===== src/crc_status_pkg.sv =====
// Package for the result checksum and status logic of a dual converter.
// Assumes one 25 MHz clock domain and a 16-bit parallel command word.
package crc_status_pkg;

  // ---------------------------------------------------------------
  // Command word layout
  // ---------------------------------------------------------------
  localparam int unsigned CMD_WRITE_BIT = 15;          // Write flag
  localparam int unsigned CMD_ADDR_HI   = 14;          // Address top
  localparam int unsigned CMD_ADDR_LO   = 9;           // Address bottom
  localparam int unsigned CMD_DATA_HI   = 8;           // Data top

  // ---------------------------------------------------------------
  // Register addresses (six-bit address field)
  // ---------------------------------------------------------------
  localparam logic [5:0] ADDR_RESULTS   = 6'h00;       // Conversion codes
  localparam logic [5:0] ADDR_CONFIG    = 6'h02;       // device_config
  localparam logic [5:0] ADDR_CHANNEL   = 6'h03;       // channel_select
  localparam logic [5:0] ADDR_RANGE_AL  = 6'h04;       // range_a_low
  localparam logic [5:0] ADDR_RANGE_AH  = 6'h05;       // range_a_high
  localparam logic [5:0] ADDR_RANGE_BL  = 6'h06;       // range_b_low
  localparam logic [5:0] ADDR_RANGE_BH  = 6'h07;       // range_b_high
  localparam logic [5:0] ADDR_STATUS    = 6'h08;       // Status register
  localparam logic [5:0] ADDR_STACK     = 6'h20;       // Stack base

  // ---------------------------------------------------------------
  // Reset values and fields
  // ---------------------------------------------------------------
  localparam logic [8:0]  CONFIG_RESET  = 9'h000;
  localparam logic [8:0]  CHANNEL_RESET = 9'h000;
  localparam logic [8:0]  RANGE_RESET   = 9'h0ff;
  localparam int unsigned STACK_DEPTH   = 32;
  localparam int unsigned STACK_PRESET  = 8;           // Layers preset
  localparam int unsigned CFG_CRC_BIT   = 0;           // checksum_enable
  localparam int unsigned CFG_STAT_BIT  = 1;           // status_word_enable
  localparam int unsigned CFG_SELF_BIT  = 7;           // self_detect_error_flag

  // Channel identifiers in a four-bit channel field
  localparam logic [3:0] CH_SUPPLY      = 4'h8;        // Supply voltage
  localparam logic [3:0] CH_REGULATOR   = 4'h9;        // internal_regulator_voltage
  localparam logic [3:0] CH_SELF_TEST   = 4'hb;        // Interface self test

  // Self-test fixed codes and checksum seed
  localparam logic [15:0] SELF_CODE_A   = 16'haaaa;
  localparam logic [15:0] SELF_CODE_B   = 16'h5555;
  localparam logic [7:0]  CRC_SEED      = 8'h00;

  // ---------------------------------------------------------------
  // Carriers
  // ---------------------------------------------------------------
  typedef struct packed {
    logic [3:0]  a_chan;                               // A-side identity
    logic [3:0]  b_chan;                               // B-side identity
    logic [15:0] a_code;                               // A-side result
    logic [15:0] b_code;                               // B-side result
  } pair_result_t;

  typedef struct packed {
    logic        write;                                // 1 writes, 0 reads
    logic [5:0]  addr;                                 // register_address_field
    logic [8:0]  data;                                 // Payload
  } host_cmd_t;

  typedef enum logic [1:0] {
    RD_IDLE,
    RD_RESULT_A,
    RD_RESULT_B,
    RD_STATUS
  } read_state_t;

endpackage


===== src/pair_fifo.sv =====
// Small valid/ready FIFO for converted result pairs.
// Assumes a single clock and an asynchronous active-high reset.
`timescale 1ns/10ps
module pair_fifo #(
  parameter int unsigned WIDTH = 40,
  parameter int unsigned DEPTH = 8
) (
  input  wire logic             clk,
  input  wire logic             reset,
  input  wire logic [WIDTH-1:0] in_data,
  input  wire logic             in_valid,
  output logic                  in_ready,
  output logic [WIDTH-1:0]      out_data,
  output logic                  out_valid,
  input  wire logic             out_ready
);
  localparam int unsigned AW = $clog2(DEPTH);

  logic [WIDTH-1:0] mem [DEPTH];                       // Storage
  logic [AW-1:0]    wr_q;                              // Write pointer
  logic [AW-1:0]    rd_q;                              // Read pointer
  logic [AW:0]      cnt_q;                             // Fill level
  logic             push;
  logic             pop;

  // Honest full and empty from the fill level
  assign in_ready  = (cnt_q < (AW+1)'(DEPTH));
  assign out_valid = (cnt_q != '0);
  assign push      = in_valid && in_ready;
  assign pop       = out_valid && out_ready;
  assign out_data  = mem[rd_q];

  // ---------------------------------------------------------------
  // Pointers and level
  // ---------------------------------------------------------------
  always_ff @(posedge clk or posedge reset) begin
    if (reset) begin
      wr_q  <= '0;
      rd_q  <= '0;
      cnt_q <= '0;
    end else begin
      if (push) begin
        wr_q <= (wr_q == AW'(DEPTH-1)) ? '0 : wr_q + 1'b1;
      end
      if (pop) begin
        rd_q <= (rd_q == AW'(DEPTH-1)) ? '0 : rd_q + 1'b1;
      end
      cnt_q <= cnt_q + (AW+1)'(push) - (AW+1)'(pop);
    end
  end

  // Data array has no reset; out_data shows mem[rd_q] even while the FIFO is empty
  always_ff @(posedge clk) begin
    if (push) begin
      mem[wr_q] <= in_data;
    end
  end
endmodule


===== src/result_crc_status_diag.sv =====
// Readout-integrity logic: register set, self-test codes, pair checksum
// and appended status word for a dual simultaneous-sampling converter.
// Assumes the converter core delivers one result pair per strobe and the
// host drives single-cycle read and write strobes on the parallel bus.
//
// Summary of operation
// RULE_01: Channel register selects diagnostic source to convert.
// RULE_02: Self-test channel forces codes AAAA and 5555.
// RULE_03: Checksum only works in software mode.
// RULE_04: Either enable bit turns on checksum and status.
// RULE_05: Status word: channel identity high, checksum low.
// RULE_06: Extra read after results returns status word.
// RULE_07: Checksum starts from zero each sequence; a pop in the sequence_start cycle loads crc_new instead.
// RULE_08: Update with A, then B, for every pair.
// RULE_09: Checksum bit 0 equation.
// RULE_10: Checksum bit 1 equation.
// RULE_11: Checksum bit 2 equation.
// RULE_12: Checksum bit 3 equation.
// RULE_13: Checksum bit 4 equation.
// RULE_14: Checksum bit 5 equation.
// RULE_15: Checksum bit 6 equation.
// RULE_16: Checksum bit 7 equation.
// RULE_17: Host recomputes checksum to detect errors.
// RULE_18: Six config, 32 stack, one status register.
// RULE_19: Reset presets eight stack layers, clears rest.
// RULE_20: A identity top nibble, B identity next.
// RULE_21: Command word: flag, six-bit address, nine data.
// RULE_22: Address 01000 status; 00000 read gives results.
`timescale 1ns/10ps
module result_crc_status_diag #(
  parameter int unsigned FIFO_DEPTH = 8
) (
  input  wire logic        clk,
  input  wire logic        reset,
  input  wire logic        partial_reset,
  input  wire logic        software_mode,
  input  wire logic        self_detect_error,
  input  wire logic        cmd_strobe,
  input  wire logic [15:0] cmd_word,
  input  wire logic        read_strobe,
  output logic [15:0]      read_data,
  input  wire logic        pair_valid,
  output logic             pair_ready,
  input  wire logic [3:0]  pair_a_chan,
  input  wire logic [3:0]  pair_b_chan,
  input  wire logic [15:0] pair_a_code,
  input  wire logic [15:0] pair_b_code,
  input  wire logic        sequence_start,
  output logic [3:0]       conv_a_chan,
  output logic [3:0]       conv_b_chan,
  output logic             checksum_active
);

  // ---------------------------------------------------------------
  // Checksum step over one 16-bit word
  // ---------------------------------------------------------------
  function automatic logic [7:0] crc_step(input logic [15:0] d,
                                          input logic [7:0]  c);
    logic [7:0] o;
    o[0] = d[14]^d[12]^d[8]^d[7]^d[6]^d[0]^c[0]^c[4]^c[6]; // RULE_09
    o[1] = d[15]^d[14]^d[13]^d[12]^d[9]^d[6]^d[1]^d[0]
         ^ c[1]^c[4]^c[5]^c[6]^c[7];                       // RULE_10
    o[2] = d[15]^d[13]^d[12]^d[10]^d[8]^d[6]^d[2]^d[1]^d[0]
         ^ c[0]^c[2]^c[4]^c[5]^c[7];                       // RULE_11
    o[3] = d[14]^d[13]^d[11]^d[9]^d[7]^d[3]^d[2]^d[1]
         ^ c[1]^c[3]^c[5]^c[6];                            // RULE_12
    o[4] = d[15]^d[14]^d[12]^d[10]^d[8]^d[4]^d[3]^d[2]
         ^ c[0]^c[2]^c[4]^c[6]^c[7];                       // RULE_13
    o[5] = d[15]^d[13]^d[11]^d[9]^d[5]^d[4]^d[3]
         ^ c[1]^c[3]^c[5]^c[7];                            // RULE_14
    o[6] = d[14]^d[12]^d[10]^d[6]^d[5]^d[4]^c[2]^c[4]^c[6]; // RULE_15
    o[7] = d[15]^d[13]^d[11]^d[7]^d[6]^d[5]^c[3]^c[5]^c[7]; // RULE_16
    return o;
  endfunction

  // ---------------------------------------------------------------
  // Registers
  // ---------------------------------------------------------------
  logic [8:0] config_q;                                // device_config
  logic [8:0] channel_q;                               // channel_select
  logic [8:0] range_q [4];                             // Range registers
  logic [8:0] stack_q [crc_status_pkg::STACK_DEPTH];   // Step table
  logic [15:0] status_q;                               // Pair identity, crc
  logic [7:0]  crc_q;                                  // Running checksum
  logic [5:0]  rd_addr_q;                              // Pending read addr
  logic [15:0] read_data_q;                            // Output holding
  crc_status_pkg::read_state_t rd_state_q;             // Readout stage
  crc_status_pkg::host_cmd_t   cmd;                    // Decoded command
  crc_status_pkg::pair_result_t in_pair;               // Pair into FIFO
  crc_status_pkg::pair_result_t head;                  // Pair at FIFO head
  logic        head_valid;
  logic        head_pop;
  logic        crc_on;
  logic [7:0]  crc_mid;
  logic [7:0]  crc_new;

  assign cmd = cmd_word;                               // RULE_21
  // Either enable bit, and software mode only
  assign crc_on = software_mode &&
    (config_q[crc_status_pkg::CFG_CRC_BIT] ||
     config_q[crc_status_pkg::CFG_STAT_BIT]);          // RULE_03 RULE_04
  assign checksum_active = crc_on;
  // Channel identifiers steer the core's input selection
  assign conv_a_chan = channel_q[3:0];                 // RULE_01
  assign conv_b_chan = channel_q[7:4];                 // RULE_01

  // ---------------------------------------------------------------
  // Self-test substitution ahead of the FIFO
  // ---------------------------------------------------------------
  always_comb begin
    in_pair.a_chan = pair_a_chan;
    in_pair.b_chan = pair_b_chan;
    in_pair.a_code = pair_a_code;
    in_pair.b_code = pair_b_code;
    if (pair_a_chan == crc_status_pkg::CH_SELF_TEST) begin
      in_pair.a_code = crc_status_pkg::SELF_CODE_A;    // RULE_02
      in_pair.b_code = crc_status_pkg::SELF_CODE_B;    // RULE_02
    end
  end

  // Results queue; the core stalls when the host falls behind
  pair_fifo #(
    .WIDTH ($bits(crc_status_pkg::pair_result_t)),
    .DEPTH (FIFO_DEPTH)
  ) u_fifo (
    .clk       (clk),
    .reset     (reset),
    .in_data   (in_pair),
    .in_valid  (pair_valid),
    .in_ready  (pair_ready),
    .out_data  (head),
    .out_valid (head_valid),
    .out_ready (head_pop)
  );

  // ---------------------------------------------------------------
  // Readout sequence: A, B, then status when enabled
  // ---------------------------------------------------------------
  logic rd_results;
  assign rd_results = read_strobe &&
    (rd_addr_q == crc_status_pkg::ADDR_RESULTS);       // RULE_22
  assign head_pop = rd_results && head_valid &&
    (rd_state_q == crc_status_pkg::RD_RESULT_B);

  always_ff @(posedge clk or posedge reset) begin
    if (reset) begin
      rd_state_q <= crc_status_pkg::RD_RESULT_A;
    end else if (rd_results) begin
      case (rd_state_q)
        crc_status_pkg::RD_RESULT_A: begin
          if (head_valid) begin
            rd_state_q <= crc_status_pkg::RD_RESULT_B;
          end
        end
        crc_status_pkg::RD_RESULT_B: begin
          // Extra read slot only while checksum is on
          rd_state_q <= crc_on ? crc_status_pkg::RD_STATUS
                               : crc_status_pkg::RD_RESULT_A; // RULE_06
        end
        default: begin
          rd_state_q <= crc_status_pkg::RD_RESULT_A;
        end
      endcase
    end
  end

  // Checksum chained A then B, seeded at zero on sequence_start unless a pop lands in that cycle
  assign crc_mid = crc_step(head.a_code, crc_q);       // RULE_08
  assign crc_new = crc_step(head.b_code, crc_mid);     // RULE_08

  always_ff @(posedge clk or posedge reset) begin
    if (reset) begin
      crc_q    <= crc_status_pkg::CRC_SEED;            // RULE_07
      status_q <= 16'h0000;
    end else if (head_pop) begin
      crc_q    <= crc_new;
      status_q <= {head.a_chan, head.b_chan, crc_new}; // RULE_05 RULE_20
    end else if (sequence_start || partial_reset) begin
      crc_q    <= crc_status_pkg::CRC_SEED;            // RULE_07
    end
  end

  // ---------------------------------------------------------------
  // Register writes and stack presets
  // ---------------------------------------------------------------
  always_ff @(posedge clk or posedge reset) begin
    if (reset) begin
      config_q  <= crc_status_pkg::CONFIG_RESET;
      channel_q <= crc_status_pkg::CHANNEL_RESET;
      rd_addr_q <= crc_status_pkg::ADDR_RESULTS;
      for (int i = 0; i < 4; i++) begin
        range_q[i] <= crc_status_pkg::RANGE_RESET;
      end
    end else begin
      if (cmd_strobe && cmd.write) begin
        if (cmd.addr == crc_status_pkg::ADDR_CONFIG) begin
          config_q <= cmd.data;
        end else if (cmd.addr == crc_status_pkg::ADDR_CHANNEL) begin
          channel_q <= cmd.data;                       // RULE_01
        end else if (cmd.addr >= crc_status_pkg::ADDR_RANGE_AL &&
                     cmd.addr <= crc_status_pkg::ADDR_RANGE_BH) begin
          range_q[cmd.addr[1:0]] <= cmd.data;
        end
      end else if (cmd_strobe) begin
        rd_addr_q <= cmd.addr;                         // RULE_21
      end
    end
  end

  // Stack: reset layer n converts pair n for n below eight
  genvar g;
  generate
    for (g = 0; g < crc_status_pkg::STACK_DEPTH; g++) begin : g_stack
      localparam logic [8:0] PRESET =
        (g < crc_status_pkg::STACK_PRESET) ? 9'(g * 17) : 9'h000;
      always_ff @(posedge clk or posedge reset) begin
        if (reset) begin
          stack_q[g] <= PRESET;                        // RULE_19
        end else if (partial_reset) begin
          stack_q[g] <= PRESET;                        // RULE_19
        end else if (cmd_strobe && cmd.write &&
                     cmd.addr == (crc_status_pkg::ADDR_STACK | 6'(g))) begin
          stack_q[g] <= cmd.data;                      // RULE_18
        end
      end
    end
  endgenerate

  // ---------------------------------------------------------------
  // Read data mux, registered on the read strobe
  // ---------------------------------------------------------------
  always_ff @(posedge clk or posedge reset) begin
    if (reset) begin
      read_data_q <= 16'h0000;
    end else if (read_strobe) begin
      if (rd_addr_q == crc_status_pkg::ADDR_RESULTS) begin
        if (rd_state_q == crc_status_pkg::RD_RESULT_A) begin
          read_data_q <= head.a_code;
        end else if (rd_state_q == crc_status_pkg::RD_RESULT_B) begin
          read_data_q <= head.b_code;
        end else begin
          read_data_q <= status_q;                     // RULE_06
        end
      end else if (rd_addr_q == crc_status_pkg::ADDR_STATUS) begin
        read_data_q <= status_q;                       // RULE_22
      end else if (rd_addr_q == crc_status_pkg::ADDR_CONFIG) begin
        // Error flag is live at bit 7; the stored bit there is unused
        read_data_q <= {1'b0, rd_addr_q, config_q[8],
                        self_detect_error, config_q[6:0]};
      end else if (rd_addr_q == crc_status_pkg::ADDR_CHANNEL) begin
        read_data_q <= {1'b0, rd_addr_q, channel_q};
      end else if (rd_addr_q >= crc_status_pkg::ADDR_RANGE_AL &&
                   rd_addr_q <= crc_status_pkg::ADDR_RANGE_BH) begin
        read_data_q <= {1'b0, rd_addr_q, range_q[rd_addr_q[1:0]]};
      end else if (rd_addr_q[5]) begin
        read_data_q <= {1'b0, rd_addr_q, stack_q[rd_addr_q[4:0]]};
      end else begin
        read_data_q <= 16'h0000;
      end
    end
  end
  assign read_data = read_data_q;

  // ---------------------------------------------------------------
  // Checks
  // ---------------------------------------------------------------
  AST_SELF_TEST_CODES: assert property (@(posedge clk) disable iff (reset)
    pair_valid && pair_ready && pair_a_chan == crc_status_pkg::CH_SELF_TEST
    |-> in_pair.a_code == 16'haaaa && in_pair.b_code == 16'h5555) // RULE_02
    else $error("self-test codes wrong");
  AST_HW_MODE_NO_CRC: assert property (@(posedge clk) disable iff (reset)
    !software_mode |-> !checksum_active)               // RULE_03
    else $error("checksum active in hardware mode");
  AST_EITHER_ENABLE: assert property (@(posedge clk) disable iff (reset)
    software_mode && (config_q[0] || config_q[1]) |-> checksum_active) // RULE_04
    else $error("enable bit ignored");
  AST_STATUS_LAYOUT: assert property (@(posedge clk) disable iff (reset)
    head_pop |=> status_q[15:12] == $past(head.a_chan) &&
    status_q[11:8] == $past(head.b_chan))              // RULE_05
    else $error("status identity wrong");
  AST_STATUS_AFTER_B: assert property (@(posedge clk) disable iff (reset)
    rd_results && crc_on && rd_state_q == crc_status_pkg::RD_RESULT_B
    |=> rd_state_q == crc_status_pkg::RD_STATUS)       // RULE_06
    else $error("no status slot after results");
  AST_SEED_ZERO: assert property (@(posedge clk) disable iff (reset)
    sequence_start && !head_pop |=> crc_q == 8'h00)    // RULE_07
    else $error("checksum not reseeded");
  AST_CHAIN: assert property (@(posedge clk) disable iff (reset)
    head_pop |=> crc_q == crc_step($past(head.b_code),
      crc_step($past(head.a_code), $past(crc_q))))     // RULE_08
    else $error("checksum chain wrong");
  AST_STACK_PRESET: assert property (@(posedge clk) disable iff (reset)
    partial_reset |=> stack_q[3] == 9'h033 && stack_q[9] == 9'h000) // RULE_19
    else $error("stack preset wrong");
endmodule


===== config.mk =====
export PLATFORM = sky130hd
export DESIGN_NAME = result_crc_status_diag
export DESIGN_NICKNAME = d
export VERILOG_FILES = /design/src/crc_status_pkg.sv /design/src/pair_fifo.sv /design/src/result_crc_status_diag.sv
export SDC_FILE = /design/constraint.sdc
export NUM_CORES = 1
export LEC_CHECK = 0
export ABC_CLOCK_PERIOD_IN_PS = 26300
export BUFFER_PORTS_ARGS = -buffer_cell sky130_fd_sc_hd__buf_2
export CORE_MARGIN = 2
export CORE_UTILIZATION = 65
export CTS_CLUSTER_SIZE = 40
export DETAILED_ROUTE_END_ITERATION = 16
export PLACE_DENSITY = 0.83
export SYNTH_ARGS = -nofsm -noshare
export SYNTH_HDL_FRONTEND = slang
export SYNTH_HIERARCHICAL = 1
export SYNTH_SLANG_ARGS = --single-unit

===== constraint.sdc =====
create_clock -name clk -period 26.3 [get_ports clk]
set_input_delay 7.89 -clock clk [delete_from_list [all_inputs] [get_ports clk]]
set_output_delay 7.89 -clock clk [all_outputs]
set_load 0.05 [all_outputs]

==> flow_metrics.py <==
metrics = {
    "floorplan": {
        "die_w_um": 230,
        "ios": 91,
        "initial_core_util_pct": 66.0,
        "die_h_um": 230,
        "rows": 82,
        "core_area_sq_mm": 0.0504,
        "die_area_sq_mm": 0.0530,
    },
    "route": {
        "first_iter_violations": 2576,
        "wl_um": 84400,
        "wl_per_cell_um": 26.8,
        "ant_nets": 0,
        "num_vias": 21200,
        "via_per_inst": 6.73,
        "first_pass_iters": 5,
        "drcViolationCount": 0,
    },
    "grt": {
        "grt_pass1_wl_um": 130000,
        "antenna_found_initial": 3,
        "use_met3_pct": 7.01,
        "grt_max_degree": 193,
        "grt_busiest_layer": "met2",
        "grt_overflow": 0,
        "grt.total_usage_pct": 32.5,
        "grt_pass1_vias": 21900,
        "global_route.usage.met1_pct": 41.8,
        "use_met2_pct": 53.1,
    },
    "clocking": {
        "cts_tree": "built",
        "hold_buffers": 0,
        "clk_latency_ps": 630,
        "cts_sinks": 719,
        "htreeDepth": 3,
        "postCtsSetupBuffers": 0,
        "worst_setup_hold_path_clk_slew_ps": 60,
        "clk_path_buf_depth": 3,
        "cts_resized": 0,
        "root_buffer": "clkbuf_16",
        "cts_inserted_buffers": 74,
    },
    "power_and_ir_drop": {
        "peakVddDrop_mv": 0.152,
        "netSwitchingPower_uw": 1160,
        "power_uw": 3660,
        "leakage_uw": 0.0145,
        "sw_frac_of_total_pct": 31.7,
        "p_int_uw": 2500,
        "pwr-share-comb_pct": 35.9,
        "seqPwrFrac_pct": 36.1,
        "power_density_mw_per_mm2": 100,
        "p_clk_share_pct": 28.1,
    },
    "layout": {
        "final_nets": 2498,
        "drive_gt1_share_pct": 21.8,
        "syn_to_final_growth_pct": 9.49,
        "mostFrequentLayoutCell": "dfrtp_1",
        "final_cell_mix": "337 x dfrtp_1, 320 x edfxtp_1, 268 x nand2_1, 184 x nor2_1, 159 x mux2i_1",
        "n_fill_cell": 3052,
        "design_area_sq_mm": 0.0364,
    },
    "yosys": {
        "synth_area_leaders": "edfxtp_1 29%, dfrtp_1 26%, mux4_2 6.8%, mux4_1 5.5%, mux2i_1 4.8%",
        "synth_top_area_share_pct": 28.9,
        "postSynth.asyncResetShare_pct": 55.5,
        "synth_cells": 2414,
        "synth_nets": 2492,
        "synth_area_sq_mm": 0.0333,
        "avgSynthCellArea_sq_um": 13.8,
        "synth.largest_area_cell": "edfxtp_1",
        "synth_edf_count": 320,
        "yosysWarnings": 6,
        "ys_ff_latch": 719,
        "ys.flop_type": "dfrtp_1",
        "ys_seq_area_share_pct": 59.1,
        "synth_cell_type_count": 59,
    },
    "timing": {
        "setup_viol": 0,
        "tightest_slew_ps": 1360,
        "fin_ws_ps": 10030,
        "drv_slew": 0,
        "rsz0062_at_grt": "false",
        "skew_ps": 14.4,
        "relSlewSlack_pct": 8.49,
        "post-route-period-util_pct": 61.9,
        "finalCriticalPeriod_ps": 16270,
        "tns_ps": 0,
        "finalHoldViolCount": 0,
        "max_freq_mhz": 61.5,
    },
    "flow_run": {
        "cap_violations": 0,
    },
    "setup_path": {
        "cp-start-kind": "primary input",
        "cp.required_ps": 18410,
        "critPathKind": "primary input to primary output",
        "critical_path_arrival_ps": 8380,
        "critPathCaptureType": "primary output",
        "cp_max_fo": 2,
    },
    "placement": {
        "place.gp.congestion": 0.898,
        "dpl_cell_area_sq_mm": 0.0341,
        "place.port_buffers": 90,
        "dp_hpwl_um": 48200,
        "place_ws_ps": 10020,
    },
    "status": {
        "status": "completed",
    },
    "worst_hold_path": {
        "hp-class": "flip-flop to flip-flop",
    },
}
-- cells by family (layout without fill, tap and decap cells) --
kind of cell | after synthesis | in the layout | share of synthesized area, %
flip-flops | 719 | 719 | 59.1
AND/OR/NAND/NOR | 657 | 657 | 8.51
multiplexers | 435 | 435 | 20.7
AO/OA/AOI/OAI | 289 | 289 | 4.92
buffers and inverters | 221 | 286 | 2.99
XOR/XNOR | 80 | 80 | 3.27
adder cells (fa/ha/maj) | 13 | 13 | 0.512
other | 0 | 1 | 0
-- state kept, by name, indices dropped and copies added (netlist names) --
| register | count |
|---|---|
| u_fifo/mem | 320 |
| u_fifo/wr_q | 3 |
| config_q | 8 |
| read_data | 16 |
| rd_state_q | 2 |
| range_q | 36 |
| u_fifo/rd_q | 3 |
| rd_addr_q | 6 |
| stack_q | 288 |
| channel_q | 9 |
| u_fifo/cnt_q | 4 |
| status_q | 16 |
| crc_q | 8 |
-- final cells by class --
cell class	instances	area [sq um]	area share, %
clock inverters	31	282	0.773
well taps	672	841	2.31
clock buffers	104	2080	5.70
inverters	22	90.1	0.247
repair buffers	129	764	2.10
diodes	1	2.50	0.00687
multi-input cells	1474	12700	34.8
flip-flops and latches	719	19700	54.0
-- routing by layer --
metal | vias to the layer above | routed length [um]
met3 | 254 | 7550
met2 | 1268 | 41800
met5 | - | 28
li1 | 8856 | -
met4 | 4 | 4070
met1 | 10800 | 30900
-- cell usage after synthesis (3+ instances only) --
cell type,instances
and2_1,20
xor3_1,4
and3_1,5
o22ai_1,3
mux4_2,101
xor2_1,12
a21o_1,13
nor2_1,192
nand2b_1,26
nand3_1,102
dfrtp_1,342
a21oi_1,152
a22oi_1,13
inv_1,22
clkbuf_1,139
edfxtp_1,320
xnor2_2,5
ha_1,12
mux2i_1,159
buf_2,25
mux4_1,69
o22a_1,6
nand3b_1,5
o21ai_0,67
mux2_2,106
dfstp_2,57
buf_6,11
nand2_1,268
nand4_1,3
buf_1,10
o211ai_1,5
xnor3_2,3
nor2_2,7
xnor2_1,38
o2111ai_1,3
nor3_1,12
xnor3_1,14
nor2b_1,9
a31oi_1,8
o21a_1,3
a211o_1,7
buf_4,14
-- worst paths after layout --
path,depth (start not counted),slack (ps),from,endpoint
setup / recovery,3,10030,software_mode,checksum_active
hold / removal,1,480,read_data[10]$_DFFE_PP0P_,read_data[10]$_DFFE_PP0P_
setup reg to reg,13,20340,rd_addr_q[0]$_DFFE_PP0P_,u_fifo/cnt_q[3]$_DFF_PP0_
hold reg to reg,1,480,read_data[10]$_DFFE_PP0P_,read_data[10]$_DFFE_PP0P_
max in group asynchronous,3,17160,reset,read_data[8]$_DFFE_PP0P_
min in group asynchronous,2,7290,reset,u_fifo/cnt_q[0]$_DFF_PP0_
-- metrics by stage --
step,hold slack [ps],cells,util (%)
6_report,476,3152,72.3
5_1_grt,494,3152,72.3
4_1_cts,479,3151,72.3
3_5_place_dp,465,3016,67.6
3_3_place_gp,459,3016,67.6
2_1_floorplan,446,2414,-
-- power groups by stage --
stage	Clock [uW]	Sequential, uW	Combinational [uW]
floorplan	0	1320	1030
detailed placement	0	1340	1250
finish	1030	1320	1310
global placement	0	1330	1210
CTS	1030	1320	1290
global route	1080	1330	1360
-- worst max-delay path, stage by stage --
cell and delay [ps]:
buf_2 90, o21a_1 130, buf_2 270
No activity file was read; power rests on OpenSTA's default activity.
